**config.mk**
```make
export PLATFORM = sky130hd
export DESIGN_NAME = prs_lfsr_top
export DESIGN_NICKNAME = d
export VERILOG_FILES = /design/src/rtl/prs_pkg.sv /design/src/rtl/prs_lfsr_step.sv /design/src/rtl/prs_lfsr_top.sv
export SDC_FILE = /design/constraint.sdc
export NUM_CORES = 1
export LEC_CHECK = 0
export BUFFER_PORTS_ARGS = -buffer_cell sky130_fd_sc_hd__buf_2
export CAP_MARGIN = 25
export CORE_MARGIN = 2
export CORE_UTILIZATION = 50
export DETAILED_ROUTE_END_ITERATION = 8
export PLACE_DENSITY = 0.76
export SLEW_MARGIN = 20
export SYNTH_ARGS = -nofsm -noshare
export SYNTH_HDL_FRONTEND = slang
export SYNTH_SLANG_ARGS = --single-unit
```
**constraint.sdc**
```tcl
create_clock -name clock -period 2 [get_ports clock]
set_input_delay 0.3 -clock clock [delete_from_list [all_inputs] [get_ports clock]]
set_output_delay 0.3 -clock clock [all_outputs]
set_load 0.01 [all_outputs]
```
**src/rtl/prs_pkg.sv**
```systemverilog
// prs_pkg: constants, types and APB carriers for the prbs lfsr generator.
// assumes a single 100 MHz clock domain and an APB master with 32-bit data.
package prs_pkg;

    ////////////////////////////////////////////////////////////////////////////
    // generator configuration, fixed at build time
    localparam logic [31:0] PRS_POLY_HI      = 32'h0000_0000;
    localparam logic [31:0] PRS_POLY_LO      = 32'h0000_0060;
    localparam logic [63:0] PRS_POLY         = {PRS_POLY_HI, PRS_POLY_LO};        // RULE_07
    localparam logic [31:0] PRS_RSEED_HI     = 32'h0000_0000;
    localparam logic [31:0] PRS_RSEED_LO     = 32'h0000_0001;
    localparam logic [63:0] PRS_RESET_SEED   = {PRS_RSEED_HI, PRS_RSEED_LO};    // RULE_08
    localparam int          PRS_W            = $clog2(PRS_POLY);                 // RULE_01
    localparam int          PRS_NBITS        = 8;
    localparam logic        PRS_TYPE_GALOIS  = 1'b0;
    localparam logic        PRS_TYPE_FIBO    = 1'b1;
    localparam logic        PRS_TYPE         = PRS_TYPE_GALOIS;
    localparam logic        PRS_XNOR         = 1'b0;
    localparam logic [PRS_W-1:0] PRS_TAPS    = PRS_POLY[PRS_W-1:0];
    localparam logic [PRS_W-1:0] PRS_SEED_RV = PRS_RESET_SEED[PRS_W-1:0];

    ////////////////////////////////////////////////////////////////////////////
    // register map, byte addresses
    localparam int          PRS_AW           = 8;
    localparam logic [7:0]  PRS_CTRL_ADDR    = 8'h00;
    localparam logic [7:0]  PRS_SEED_LO_ADDR = 8'h04;
    localparam logic [7:0]  PRS_SEED_HI_ADDR = 8'h08;
    localparam logic [7:0]  PRS_STAT_LO_ADDR = 8'h0c;
    localparam logic [7:0]  PRS_STAT_HI_ADDR = 8'h10;
    localparam logic [7:0]  PRS_BITS_ADDR    = 8'h14;
    localparam int          PRS_CTRL_EN_BIT  = 0;
    localparam int          PRS_CTRL_LD_BIT  = 1;
    localparam logic        PRS_EN_RV        = 1'b0;
    localparam logic [63:0] PRS_RTSEED_RV    = 64'h0000_0000_0000_0001;

    typedef struct packed {
        logic              psel;
        logic              penable;
        logic              pwrite;
        logic [PRS_AW-1:0] paddr;
        logic [31:0]       pwdata;
    } prs_apb_req_t;

    typedef struct packed {
        logic        pready;
        logic        pslverr;
        logic [31:0] prdata;
    } prs_apb_rsp_t;

    // feedback combine: xnor variant inverts every tap merge
    function automatic logic prs_combine(input logic a, input logic b);
        prs_combine = PRS_XNOR ? ~(a ^ b) : (a ^ b);
    endfunction : prs_combine

endpackage : prs_pkg

```
**src/rtl/prs_lfsr_step.sv**
```systemverilog
// prs_lfsr_step: combinational advance of the lfsr state by PRS_NBITS steps.
// assumes the caller registers state_out; bits_out[0] is the first new bit.
`timescale 1ns/100ps
module prs_lfsr_step
    import prs_pkg::*;
(
    input  wire logic [PRS_W-1:0]     state_in,
    output logic      [PRS_W-1:0]     state_out,
    output logic      [PRS_NBITS-1:0] bits_out
);

    logic [PRS_W-1:0] s;
    logic [PRS_W-1:0] n;
    logic             fb;

    always_comb
    begin
        s        = state_in;
        n        = '0;
        fb       = 1'b0;
        bits_out = '0;
        for (int i = 0; i < PRS_NBITS; i++)                    // RULE_05
        begin
            if (PRS_TYPE == PRS_TYPE_FIBO)                     // RULE_06
            begin
                fb = 1'b0;
                for (int k = 0; k < PRS_W; k++)
                begin
                    if (PRS_TAPS[k])
                    begin
                        fb = fb ^ s[k];
                    end
                end
                if (PRS_XNOR)                                  // RULE_09
                begin
                    fb = ~fb;
                end
                n = {s[PRS_W-2:0], fb};
            end
            else
            begin
                // galois: msb leaves and is folded into the tapped stages
                fb   = s[PRS_W-1];
                n[0] = fb;
                for (int j = 1; j < PRS_W; j++)
                begin
                    n[j] = PRS_TAPS[j-1] ? prs_combine(s[j-1], fb) : s[j-1]; // RULE_09
                end
            end
            bits_out[i] = fb;
            s           = n;
        end
        state_out = s;
    end

endmodule : prs_lfsr_step

```
**src/rtl/prs_lfsr_top.sv**
```systemverilog
// What this block does
// [RULE_01] state register width is clog2 of the polynomial value
// [RULE_02] active-low reset loads the reset seed, overriding all controls
// [RULE_03] seed-load strobe loads the runtime seed, overriding enable
// [RULE_04] enable advances state by configured iterations, else state holds
// [RULE_05] bits-per-cycle sets how many new bits each advance yields
// [RULE_06] structure select zero builds Galois, one builds Fibonacci
// [RULE_07] polynomial given as upper half 63:32 and lower half 31:0
// [RULE_08] reset seed given as upper and lower 32-bit halves
// [RULE_09] xnor option uses xnor feedback, otherwise xor
// [RULE_10] output shows bits from the latest advance, first bit in bit 0
//
// prs_lfsr_top: prbs generator with APB control and status registers.
// assumes an APB master on the same clock; pready comes in the first access cycle.
`timescale 1ns/100ps
module prs_lfsr_top
    import prs_pkg::*;
(
    input  wire logic                 clock,
    input  wire logic                 rst_b,
    input  wire prs_apb_req_t         apb_req,
    output prs_apb_rsp_t              apb_rsp,
    output logic      [PRS_NBITS-1:0] prbs_bits,
    output logic                      prbs_valid
);

    ////////////////////////////////////////////////////////////////////////////
    // apb decode

    function automatic logic prs_mapped(input logic [PRS_AW-1:0] a);
        prs_mapped = (a == PRS_CTRL_ADDR)    || (a == PRS_SEED_LO_ADDR) ||
                     (a == PRS_SEED_HI_ADDR) || (a == PRS_STAT_LO_ADDR) ||
                     (a == PRS_STAT_HI_ADDR) || (a == PRS_BITS_ADDR);
    endfunction : prs_mapped

    logic                 setup;
    logic                 access;
    logic                 wr;
    logic [63:0]          state_ext;
    logic                 enable_r;
    logic                 enable_nxt;
    logic                 load;
    logic [63:0]          rtseed_r;
    logic [63:0]          rtseed_nxt;
    logic [31:0]          prdata_r;
    logic [31:0]          prdata_nxt;
    logic [PRS_W-1:0]     state_r;                             // RULE_01
    logic [PRS_W-1:0]     state_nxt;
    logic [PRS_W-1:0]     step_state;
    logic [PRS_NBITS-1:0] step_bits;
    logic [PRS_NBITS-1:0] bits_r;
    logic [PRS_NBITS-1:0] bits_nxt;
    logic                 valid_r;
    logic                 valid_nxt;

    assign setup     = apb_req.psel & ~apb_req.penable;
    assign access    = apb_req.psel & apb_req.penable;
    assign wr        = access & apb_req.pwrite;
    assign state_ext = 64'(state_r);

    // zero wait state: read data is captured in setup and writes at the access edge, so pready can rise at once
    assign apb_rsp.pready  = access;
    assign apb_rsp.pslverr = access & ~prs_mapped(apb_req.paddr);
    assign apb_rsp.prdata  = prdata_r;

    ////////////////////////////////////////////////////////////////////////////
    // registers

    always_comb
    begin
        enable_nxt = enable_r;
        rtseed_nxt = rtseed_r;
        prdata_nxt = prdata_r;
        load       = 1'b0;
        if (wr)
        begin
            case (apb_req.paddr)
                PRS_CTRL_ADDR:
                begin
                    enable_nxt = apb_req.pwdata[PRS_CTRL_EN_BIT];
                    load       = apb_req.pwdata[PRS_CTRL_LD_BIT];
                end
                PRS_SEED_LO_ADDR: rtseed_nxt[31:0]  = apb_req.pwdata;
                PRS_SEED_HI_ADDR: rtseed_nxt[63:32] = apb_req.pwdata;
                default:          rtseed_nxt        = rtseed_r;
            endcase
        end
        if (setup)
        begin
            case (apb_req.paddr)
                PRS_CTRL_ADDR:    prdata_nxt = {31'h0000_0000, enable_r};
                PRS_SEED_LO_ADDR: prdata_nxt = rtseed_r[31:0];
                PRS_SEED_HI_ADDR: prdata_nxt = rtseed_r[63:32];
                PRS_STAT_LO_ADDR: prdata_nxt = state_ext[31:0];
                PRS_STAT_HI_ADDR: prdata_nxt = state_ext[63:32];
                PRS_BITS_ADDR:    prdata_nxt = 32'(bits_r);
                default:          prdata_nxt = 32'h0000_0000;
            endcase
        end
    end

    always_ff @(posedge clock or negedge rst_b)
    begin
        if (!rst_b)
        begin
            enable_r <= PRS_EN_RV;
            rtseed_r <= PRS_RTSEED_RV;
            prdata_r <= 32'h0000_0000;
        end
        else
        begin
            enable_r <= enable_nxt;
            rtseed_r <= rtseed_nxt;
            prdata_r <= prdata_nxt;
        end
    end

    ////////////////////////////////////////////////////////////////////////////
    // generator

    prs_lfsr_step u_step
    (
        .state_in  (state_r),
        .state_out (step_state),
        .bits_out  (step_bits)
    );

    always_comb
    begin
        state_nxt = state_r;                                   // RULE_04
        bits_nxt  = bits_r;
        valid_nxt = 1'b0;
        if (load)
        begin
            state_nxt = rtseed_r[PRS_W-1:0];                   // RULE_03
        end
        else if (enable_r)
        begin
            state_nxt = step_state;                            // RULE_04
            bits_nxt  = step_bits;                             // RULE_10
            valid_nxt = 1'b1;
        end
    end

    // the reset seed is a build constant, so the async reset stays a constant load
    always_ff @(posedge clock or negedge rst_b)
    begin
        if (!rst_b)
        begin
            state_r <= PRS_SEED_RV;                            // RULE_02 RULE_08
            bits_r  <= '0;
            valid_r <= 1'b0;
        end
        else
        begin
            state_r <= state_nxt;
            bits_r  <= bits_nxt;
            valid_r <= valid_nxt;
        end
    end

    assign prbs_bits  = bits_r;                                // RULE_10
    assign prbs_valid = valid_r;
endmodule : prs_lfsr_top

```
==> summary.md, run 1 <==
| Metric | Value |
|---|---|
| Status | `finished clean` |
| Total Power | `between 6 and 7 mW` |
| Yosys warnings | `0` |
| HP Class | `input port to flop` |
| Async SR Flop Fraction | `100%` |
| Largest net degree at the start of global routing | `35` |
| Final hold viol count | `0` |
| Root Buffer | `clkbuf_8` |
| Finished Layout Cells | `about 640` |
| Largest area contributor in the netlist | `dfrtp_1` |
| Die X | `104 µm` |
| Vias in the first global route | `between 3000 and 4000` |
| WL per Instance | `about 18 µm` |
| Minimum clock period | `~1.8 ns` |
| Pre-antenna DRT Iters | `4` |
| Setup crit start kind | `input port` |
| Comb pwr share | `between 10% and 20%` |
| H-tree Lvls | `4` |
| Post-synth EDFFs | `0` |
| Hold Path End | `rtseed_r[55]` |
| Hold Path Cell Cnt | `2` |
| Setup violations, final | `0` |
| Resized Gates After CTS | `0` |
| Antenna viol nets, final | `0` |
| Worst path most repeated cell | `buf_2` |
| Worst R2R Setup Slack | `between 0.2 and 0.25 ns` |
| Pre-CTS WS | `-0.236 ns` |
| Clk sink count | `about 110` |
| Initial antenna violation count | `0` |
| Clk buf depth | `2` |
| Syn Inst Count | `between 300 and 400` |
| Post CTS Setup Buffer Count | `0` |
| Clock transition at path regs | `~0.06 ns` |
| Worst Path Max Fanout | `4` |
| Fin util | `between 60% and 70%` |
| Remaining global-route overflow | `0` |
| Antenna diode count | `0` |
| GRT Overall Usage | `roughly 22%` |
| First-pass GRT wire length | `~19000 µm` |
| Avg Inst Size Synth | `between 10 and 15 µm²` |
| Clock share of power | `about 44%` |
| Slew margin rel. | `58.2%` |
| Leak pwr | `between 3 and 4 nW` |
| R2R Path Start | `state_r[5]` |
| Net switching power of the design | `approximately 1.9 mW` |
| Nature of the critical path endpoint | `output pin` |
| Peak Freq | `about 560 MHz` |
| Slowest CP cell | `or4_4` |
| Starting Density | `51.0%` |
| CP max stage delay | `0.55 ns` |
| Cells on worst reg2reg path | `5` |
| Fin crit share | `between 80% and 90%` |
| Flop pwr share | `38.0%` |
| Syn Nets | `438` |
| Layout cell share with drive strength beyond 1 | `between 40% and 50%` |
| Setup CP Type | `input port to output pin` |
| Ys flop type | `dfrtp_1` |
| Number of cell rows | `36` |
| TritonCTS clock tree | `done` |
| # hold bufs at CTS | `1` |
| Placed Cells incl. Taps | `between 600 and 700` |
| #FFs+latches synth | `approximately 110` |
| Final Instance Area | `between 0.006 and 0.007 mm²` |
| Most frequent cells after synthesis | `111 x dfrtp_1, 74 x mux2_2, 47 x nand2_1` |
| CP cell instances | `buf_2 > or4_4 > buf_4 > nor2_1 > a21oi_1 > buf_2` |
| Cell with the most instances after synthesis | `dfrtp_1` |
| Avg Vias per Cell | `~5.4` |
| Max-cap violation count | `0` |
| Critical Path AT | `approximately 1.5 ns` |
| IO Count | `between 80 and 90` |
| Nets | `538` |
| Hold wc startpoint | `apb_req[23]` |
| Mapped Area | `between 0.004 and 0.005 mm²` |
| Vias | `between 3000 and 4000` |
| Synth top area cells | `dfrtp_1 56%, mux2_2 17%, a22oi_1 4.5%, o21ai_0 4.0%, nand2_1 3.6%` |
| Slew Limit Fails | `0` |
| Post-DP HPWL | `between 7000 and 8000 µm` |
| Hold slack final | `0.0215 ns` |
| DRT iter0 DRCs | `roughly 160` |
| Layout Area Growth over Synthesis | `26.0%` |
| # DRC | `0` |
| Aggregate negative setup slack | `0 ns` |
| WL final | `11200 µm` |
| Worst slew pin tran | `0.625 ns` |
| Die Ht | `slightly above 100 µm` |
| Worst setup margin | `0.203 ns` |
| Max VDD drop | `approximately 0.93 mV` |
| Clk_lat worst skew | `between 0.5 and 0.6 ns` |
| Cell Int Power | `around 4.9 mW` |
| RSZ-0062 raised after global routing | `no` |
| Clock Skews | `0.0102 ns` |
| Register area share after synthesis | `between 50% and 60%` |
| Port bufs | `87` |
| Core area | `slightly below 0.01 mm²` |
| Total clock buffers created by CTS | `17` |
| Cell variety after synth | `38` |
| DP Area | `0.00566 mm²` |
| Pwr Density | `approximately 1100 mW/mm²` |
| Switching share of power | `between 20% and 30%` |
| GP Congestion | `approximately 0.87` |
| Worst R2R End | `state_r[1]` |
| Share of the synthesized area in the top cell type | `a little under three fifths` |
| Die area | `~0.011 mm²` |
| Critical Path RT | `1.70 ns` |
cells by family after synthesis:
logic type | count (synthesis) | share of synthesized area, %
flops | 113 | 57.0
compound gates | 81 | 10.4
mux | 81 | 18.5
simple gates | 67 | 6.78
buf+inv | 32 | 3.00
xor+xnor | 19 | 4.36
layout by cell type, fill, tap and decap left out, drive strengths merged:
cell type / instances
a21oi: 1
nand4: 1
nor3: 1
clkbuf: 17
nand2b: 2
clkinvlp: 1
o21ai: 41
a32oi: 2
mux2i: 3
nor4b: 1
clkinv: 4
xnor2: 9
xnor3: 2
or4bb: 1
xor2: 7
dfstp: 2
or2: 3
bufinv: 2
a22oi: 30
mux2: 77
nor2: 2
or4: 1
or3: 1
dfrtp: 111
nand2: 47
nor4: 2
xor3: 1
dlygate4sd3: 1
nor2b: 4
a22o: 7
buf: 110
and2: 1
mux4: 1
inv: 10
sequential cells by signal (all words and copies together) (netlist names):
signal / count
enable_r: 1
prbs_bits: 8
prbs_valid: 1
prdata_r: 32
rtseed_r: 64
state_r: 7
per-layer routing:
layer | up-vias | share of wire, % | GRT usage, % | wire length [µm]
met1 | 1731 | 42 | 26.8 | 4680
li1 | 1608 | - | - | -
met5 | - | 0 | 0 | 0
met3 | 16 | 5.0 | 6.86 | 565
met2 | 96 | 52 | 38.0 | 5780
met4 | 0 | 1.7 | 7.82 | 192
critical path: cells and delay by family:
| kind | cells | cell delay [ns] |
|---|---|---|
| AND/OR/NAND/NOR | 2 | 0.70 |
| buffers and inverters | 3 | 0.40 |
| AO/OA/AOI/OAI | 1 | 0.10 |
final cells by class:
type	count	area [µm²]
clock inverters	15	171
repair buffers	111	674
fillers	759	3470
multi-input cells	248	1990
inverters	2	7.51
flip-flops and latches	113	2830
clock buffers	17	414
well taps	133	166
power by group through the flow:
stage / combinational, mW / clock [mW] / sequential [mW]
after floorplan: 0.842 / 0 / 2.57
after global placement: 1.19 / 0 / 2.59
after detailed placement: 1.21 / 0 / 2.60
after CTS: 1.22 / 3.00 / 2.56
after global routing: 1.33 / 3.12 / 2.58
final: 1.21 / 2.96 / 2.56
worst max-delay path by stage:
stage / to / start / cells past startpoint
after global routing: state_r[1] / state_r[5] / 5
after floorplan: rtseed_r[48] / apb_req[39] / 5
after detailed placement: rtseed_r[52] / apb_req[39] / 6
after global placement: rtseed_r[62] / apb_req[39] / 6
final: apb_rsp[32] / apb_req[39] / 6
after CTS: apb_rsp[32] / apb_req[39] / 6
(Power assumes the default switching activity.)
==> inputs of run 2 (changes only) <==
CELL_PAD_IN_SITES_DETAIL_PLACEMENT = 1   (was not set)
CELL_PAD_IN_SITES_GLOBAL_PLACEMENT = 1   (was not set)
CORE_UTILIZATION = 40   (was 50)
==> run 2 against run 1 <==
Compared with the run above: combinational power rose by 4%; die area up 24%; critical endpoint is now state_r[1]; first-iteration DRC count down 9.7%; global-route usage decreased by 2.0 points; clock skew fell by 0.0057 ns; worst setup slack lost 0.097 ns; wire length is 11% higher; via count up 1.4%; sequential cell count did not move; final cell count rose by 5.5%; core utilization is 12 points lower; register-to-register slack worse by 0.13 ns.
==> summary.md, run 2 (synthesis results as in run 1) <==
| Metric | Value |
|---|---|
| Status | `finished clean` |
| Layout cell share with drive strength beyond 1 | `45.1%` |
| GRT Overall Usage | `around a fifth` |
| WL final | `approximately 12000 µm` |
| Post CTS Setup Buffer Count | `0` |
| Starting Density | `between 40% and 50%` |
| RSZ-0062 raised after global routing | `no` |
| Setup crit start kind | `flop` |
| GP Congestion | `approximately 0.83` |
| Max-cap violation count | `0` |
| Buf+Inv Stages, Crit Path | `0` |
| Port bufs | `just under 90` |
| HP Class | `input port to flop` |
| Fin util | `a little over half` |
| Die area | `between 0.01 and 0.015 mm²` |
| Die Ht | `approximately 120 µm` |
| IO Count | `between 80 and 90` |
| Leak pwr | `3.13 nW` |
| CP cell instances | `xnor2_1 > xnor3_1 > xnor2_2 > mux2i_1 > o21ai_0` |
| Core area | `approximately 0.012 mm²` |
| Total Power | `about 7.1 mW` |
| Critical Path RT | `around 2.3 ns` |
| Root Buffer | `clkbuf_16` |
| Max VDD drop | `between 0.5 and 0.6 mV` |
| Initial antenna violation count | `0` |
| Hold wc startpoint | `apb_req[28]` |
| Resized Gates After CTS | `0` |
| R2R Path Start | `state_r[5]` |
| Slowest CP cell | `xnor3_1` |
| Clk sink count | `around 110` |
| Minimum clock period | `between 1.5 and 2 ns` |
| CP delay by family, top | `XOR/XNOR gates` |
| Setup CP Type | `flop to flop` |
| Layout Area Growth over Synthesis | `27.8%` |
| Slew margin rel. | `61.2%` |
| H-tree Lvls | `4` |
| DP Area | `roughly 0.0057 mm²` |
| Largest register FFs | `64` |
| Die X | `roughly 120 µm` |
| Slew Limit Fails | `0` |
| Post-DP HPWL | `a little over 8000 µm` |
| DRT iter0 DRCs | `140` |
| Critical Path AT | `roughly 2.2 ns` |
| Vias | `3499` |
| Pwr Density | `1110 mW/mm²` |
| Clk_lat worst skew | `slightly above 0.4 ns` |
| CP max stage delay | `between 0.4 and 0.5 ns` |
| Worst slew pin tran | `about 0.58 ns` |
| Avg Vias per Cell | `between 5 and 6` |
| Final hold viol count | `0` |
| Clock Skews | `around 0.0045 ns` |
| Commonest non-fill, non-tap cell in the layout | `dfrtp_1` |
| First-pass GRT wire length | `a little over 20000 µm` |
| TritonCTS clock tree | `done` |
| Peak Freq | `about 530 MHz` |
| WL per Instance | `between 15 and 20 µm` |
| Final Instance Area | `about 0.0063 mm²` |
| Antenna diode count | `0` |
| Largest Register | `rtseed_r` |
| # DRC | `0` |
| Worst Path Max Fanout | `5` |
| Fin crit share | `~95%` |
| Crit path launch | `state_r[5]` |
| Number of cell rows | `40` |
| Setup violations, final | `0` |
| Remaining global-route overflow | `0` |
| Most frequent cells in the layout | `111 x dfrtp_1, 86 x buf_2, 74 x mux2_2` |
| Clock transition at path regs | `0.05 ns` |
| Largest net degree at the start of global routing | `between 100 and 150` |
| Pre-antenna DRT Iters | `4` |
| Total clock buffers created by CTS | `17` |
| Nets | `around 540` |
| Nature of the critical path endpoint | `flop` |
| Antenna viol nets, final | `0` |
| Vias in the first global route | `3904` |
| Clk buf depth | `2` |
-- run 2: changes by cell type in the layout (fill, tap and decap cells not counted), moves of 2 or more --
cell        delta
buf_4          +2
bufinv_16      +2
clkbuf_1       +2
clkbuf_8       +3
clkinv_4       -3
clkinvlp_4     +2
inv_6          -7
-- run 2: worst register-to-register path, delay by kind of cell, from the launching register on --
family,cells,cell delay (ns)
multiplexers,1,0.11
flip-flops,1,0.46
AO/OA/AOI/OAI,1,0.18
XOR/XNOR,3,1.05
-- run 2: repair_timing --
action | 4_1_cts | 5_1_grt
hold buffers | 1 | 0
hold endpoints to repair | 8 | 0
endpoints found under the setup margin | 0 | 0
-- run 2: power breakdown --
| group | internal [mW] | switching [mW] | total, mW |
|---|---|---|---|
| combinational | 0.631 | 0.626 | 1.26 |
| sequential | 2.42 | 0.150 | 2.57 |
| clock | 2.21 | 1.01 | 3.23 |
-- run 2: area by class of cell --
| cell class | instances | area [µm²] |
|---|---|---|
| fillers | 1266 | 5720 |
| flip-flops and latches | 113 | 2830 |
| multi-input cells | 248 | 2000 |
| repair buffers | 111 | 658 |
| clock buffers | 23 | 488 |
| well taps | 168 | 210 |
| clock inverters | 9 | 153 |
| inverters | 2 | 7.51 |
-- run 2: worst paths after layout --
path / end / slack [ns] / cells after the start
setup / recovery: state_r[1] / 0.11 / 5
hold / removal: rtseed_r[60] / 0.14 / 2
setup reg to reg: state_r[1] / 0.11 / 5
hold reg to reg: prdata_r[29] / 0.48 / 2
max in group asynchronous: prdata_r[31] / 1.06 / 3
min in group asynchronous: prbs_valid / 0.53 / 3
-- run 2: layer usage --
layer	GRT usage [%]	up-vias	wire [µm]
met4	7.87	0	176
met1	25.4	1800	5450
met5	0	-	0
met3	4.60	14	460
li1	-	1598	-
met2	34.3	87	6400
-- run 2: stage by stage --
| step | hold WS [ns] | TNS [ns] | std cells | worst slack (ns) |
|---|---|---|---|---|
| after floorplan | 0.00441 | -3.24 | 393 | -0.103 |
| after global placement | 0.426 | -9.62 | 641 | -0.232 |
| after detailed placement | 0.433 | -12.37 | 641 | -0.282 |
| after CTS | 0.122 | 0 | 674 | 0.104 |
| after global routing | 0.130 | 0 | 674 | 0.0176 |
| final | 0.141 | 0 | 674 | 0.106 |
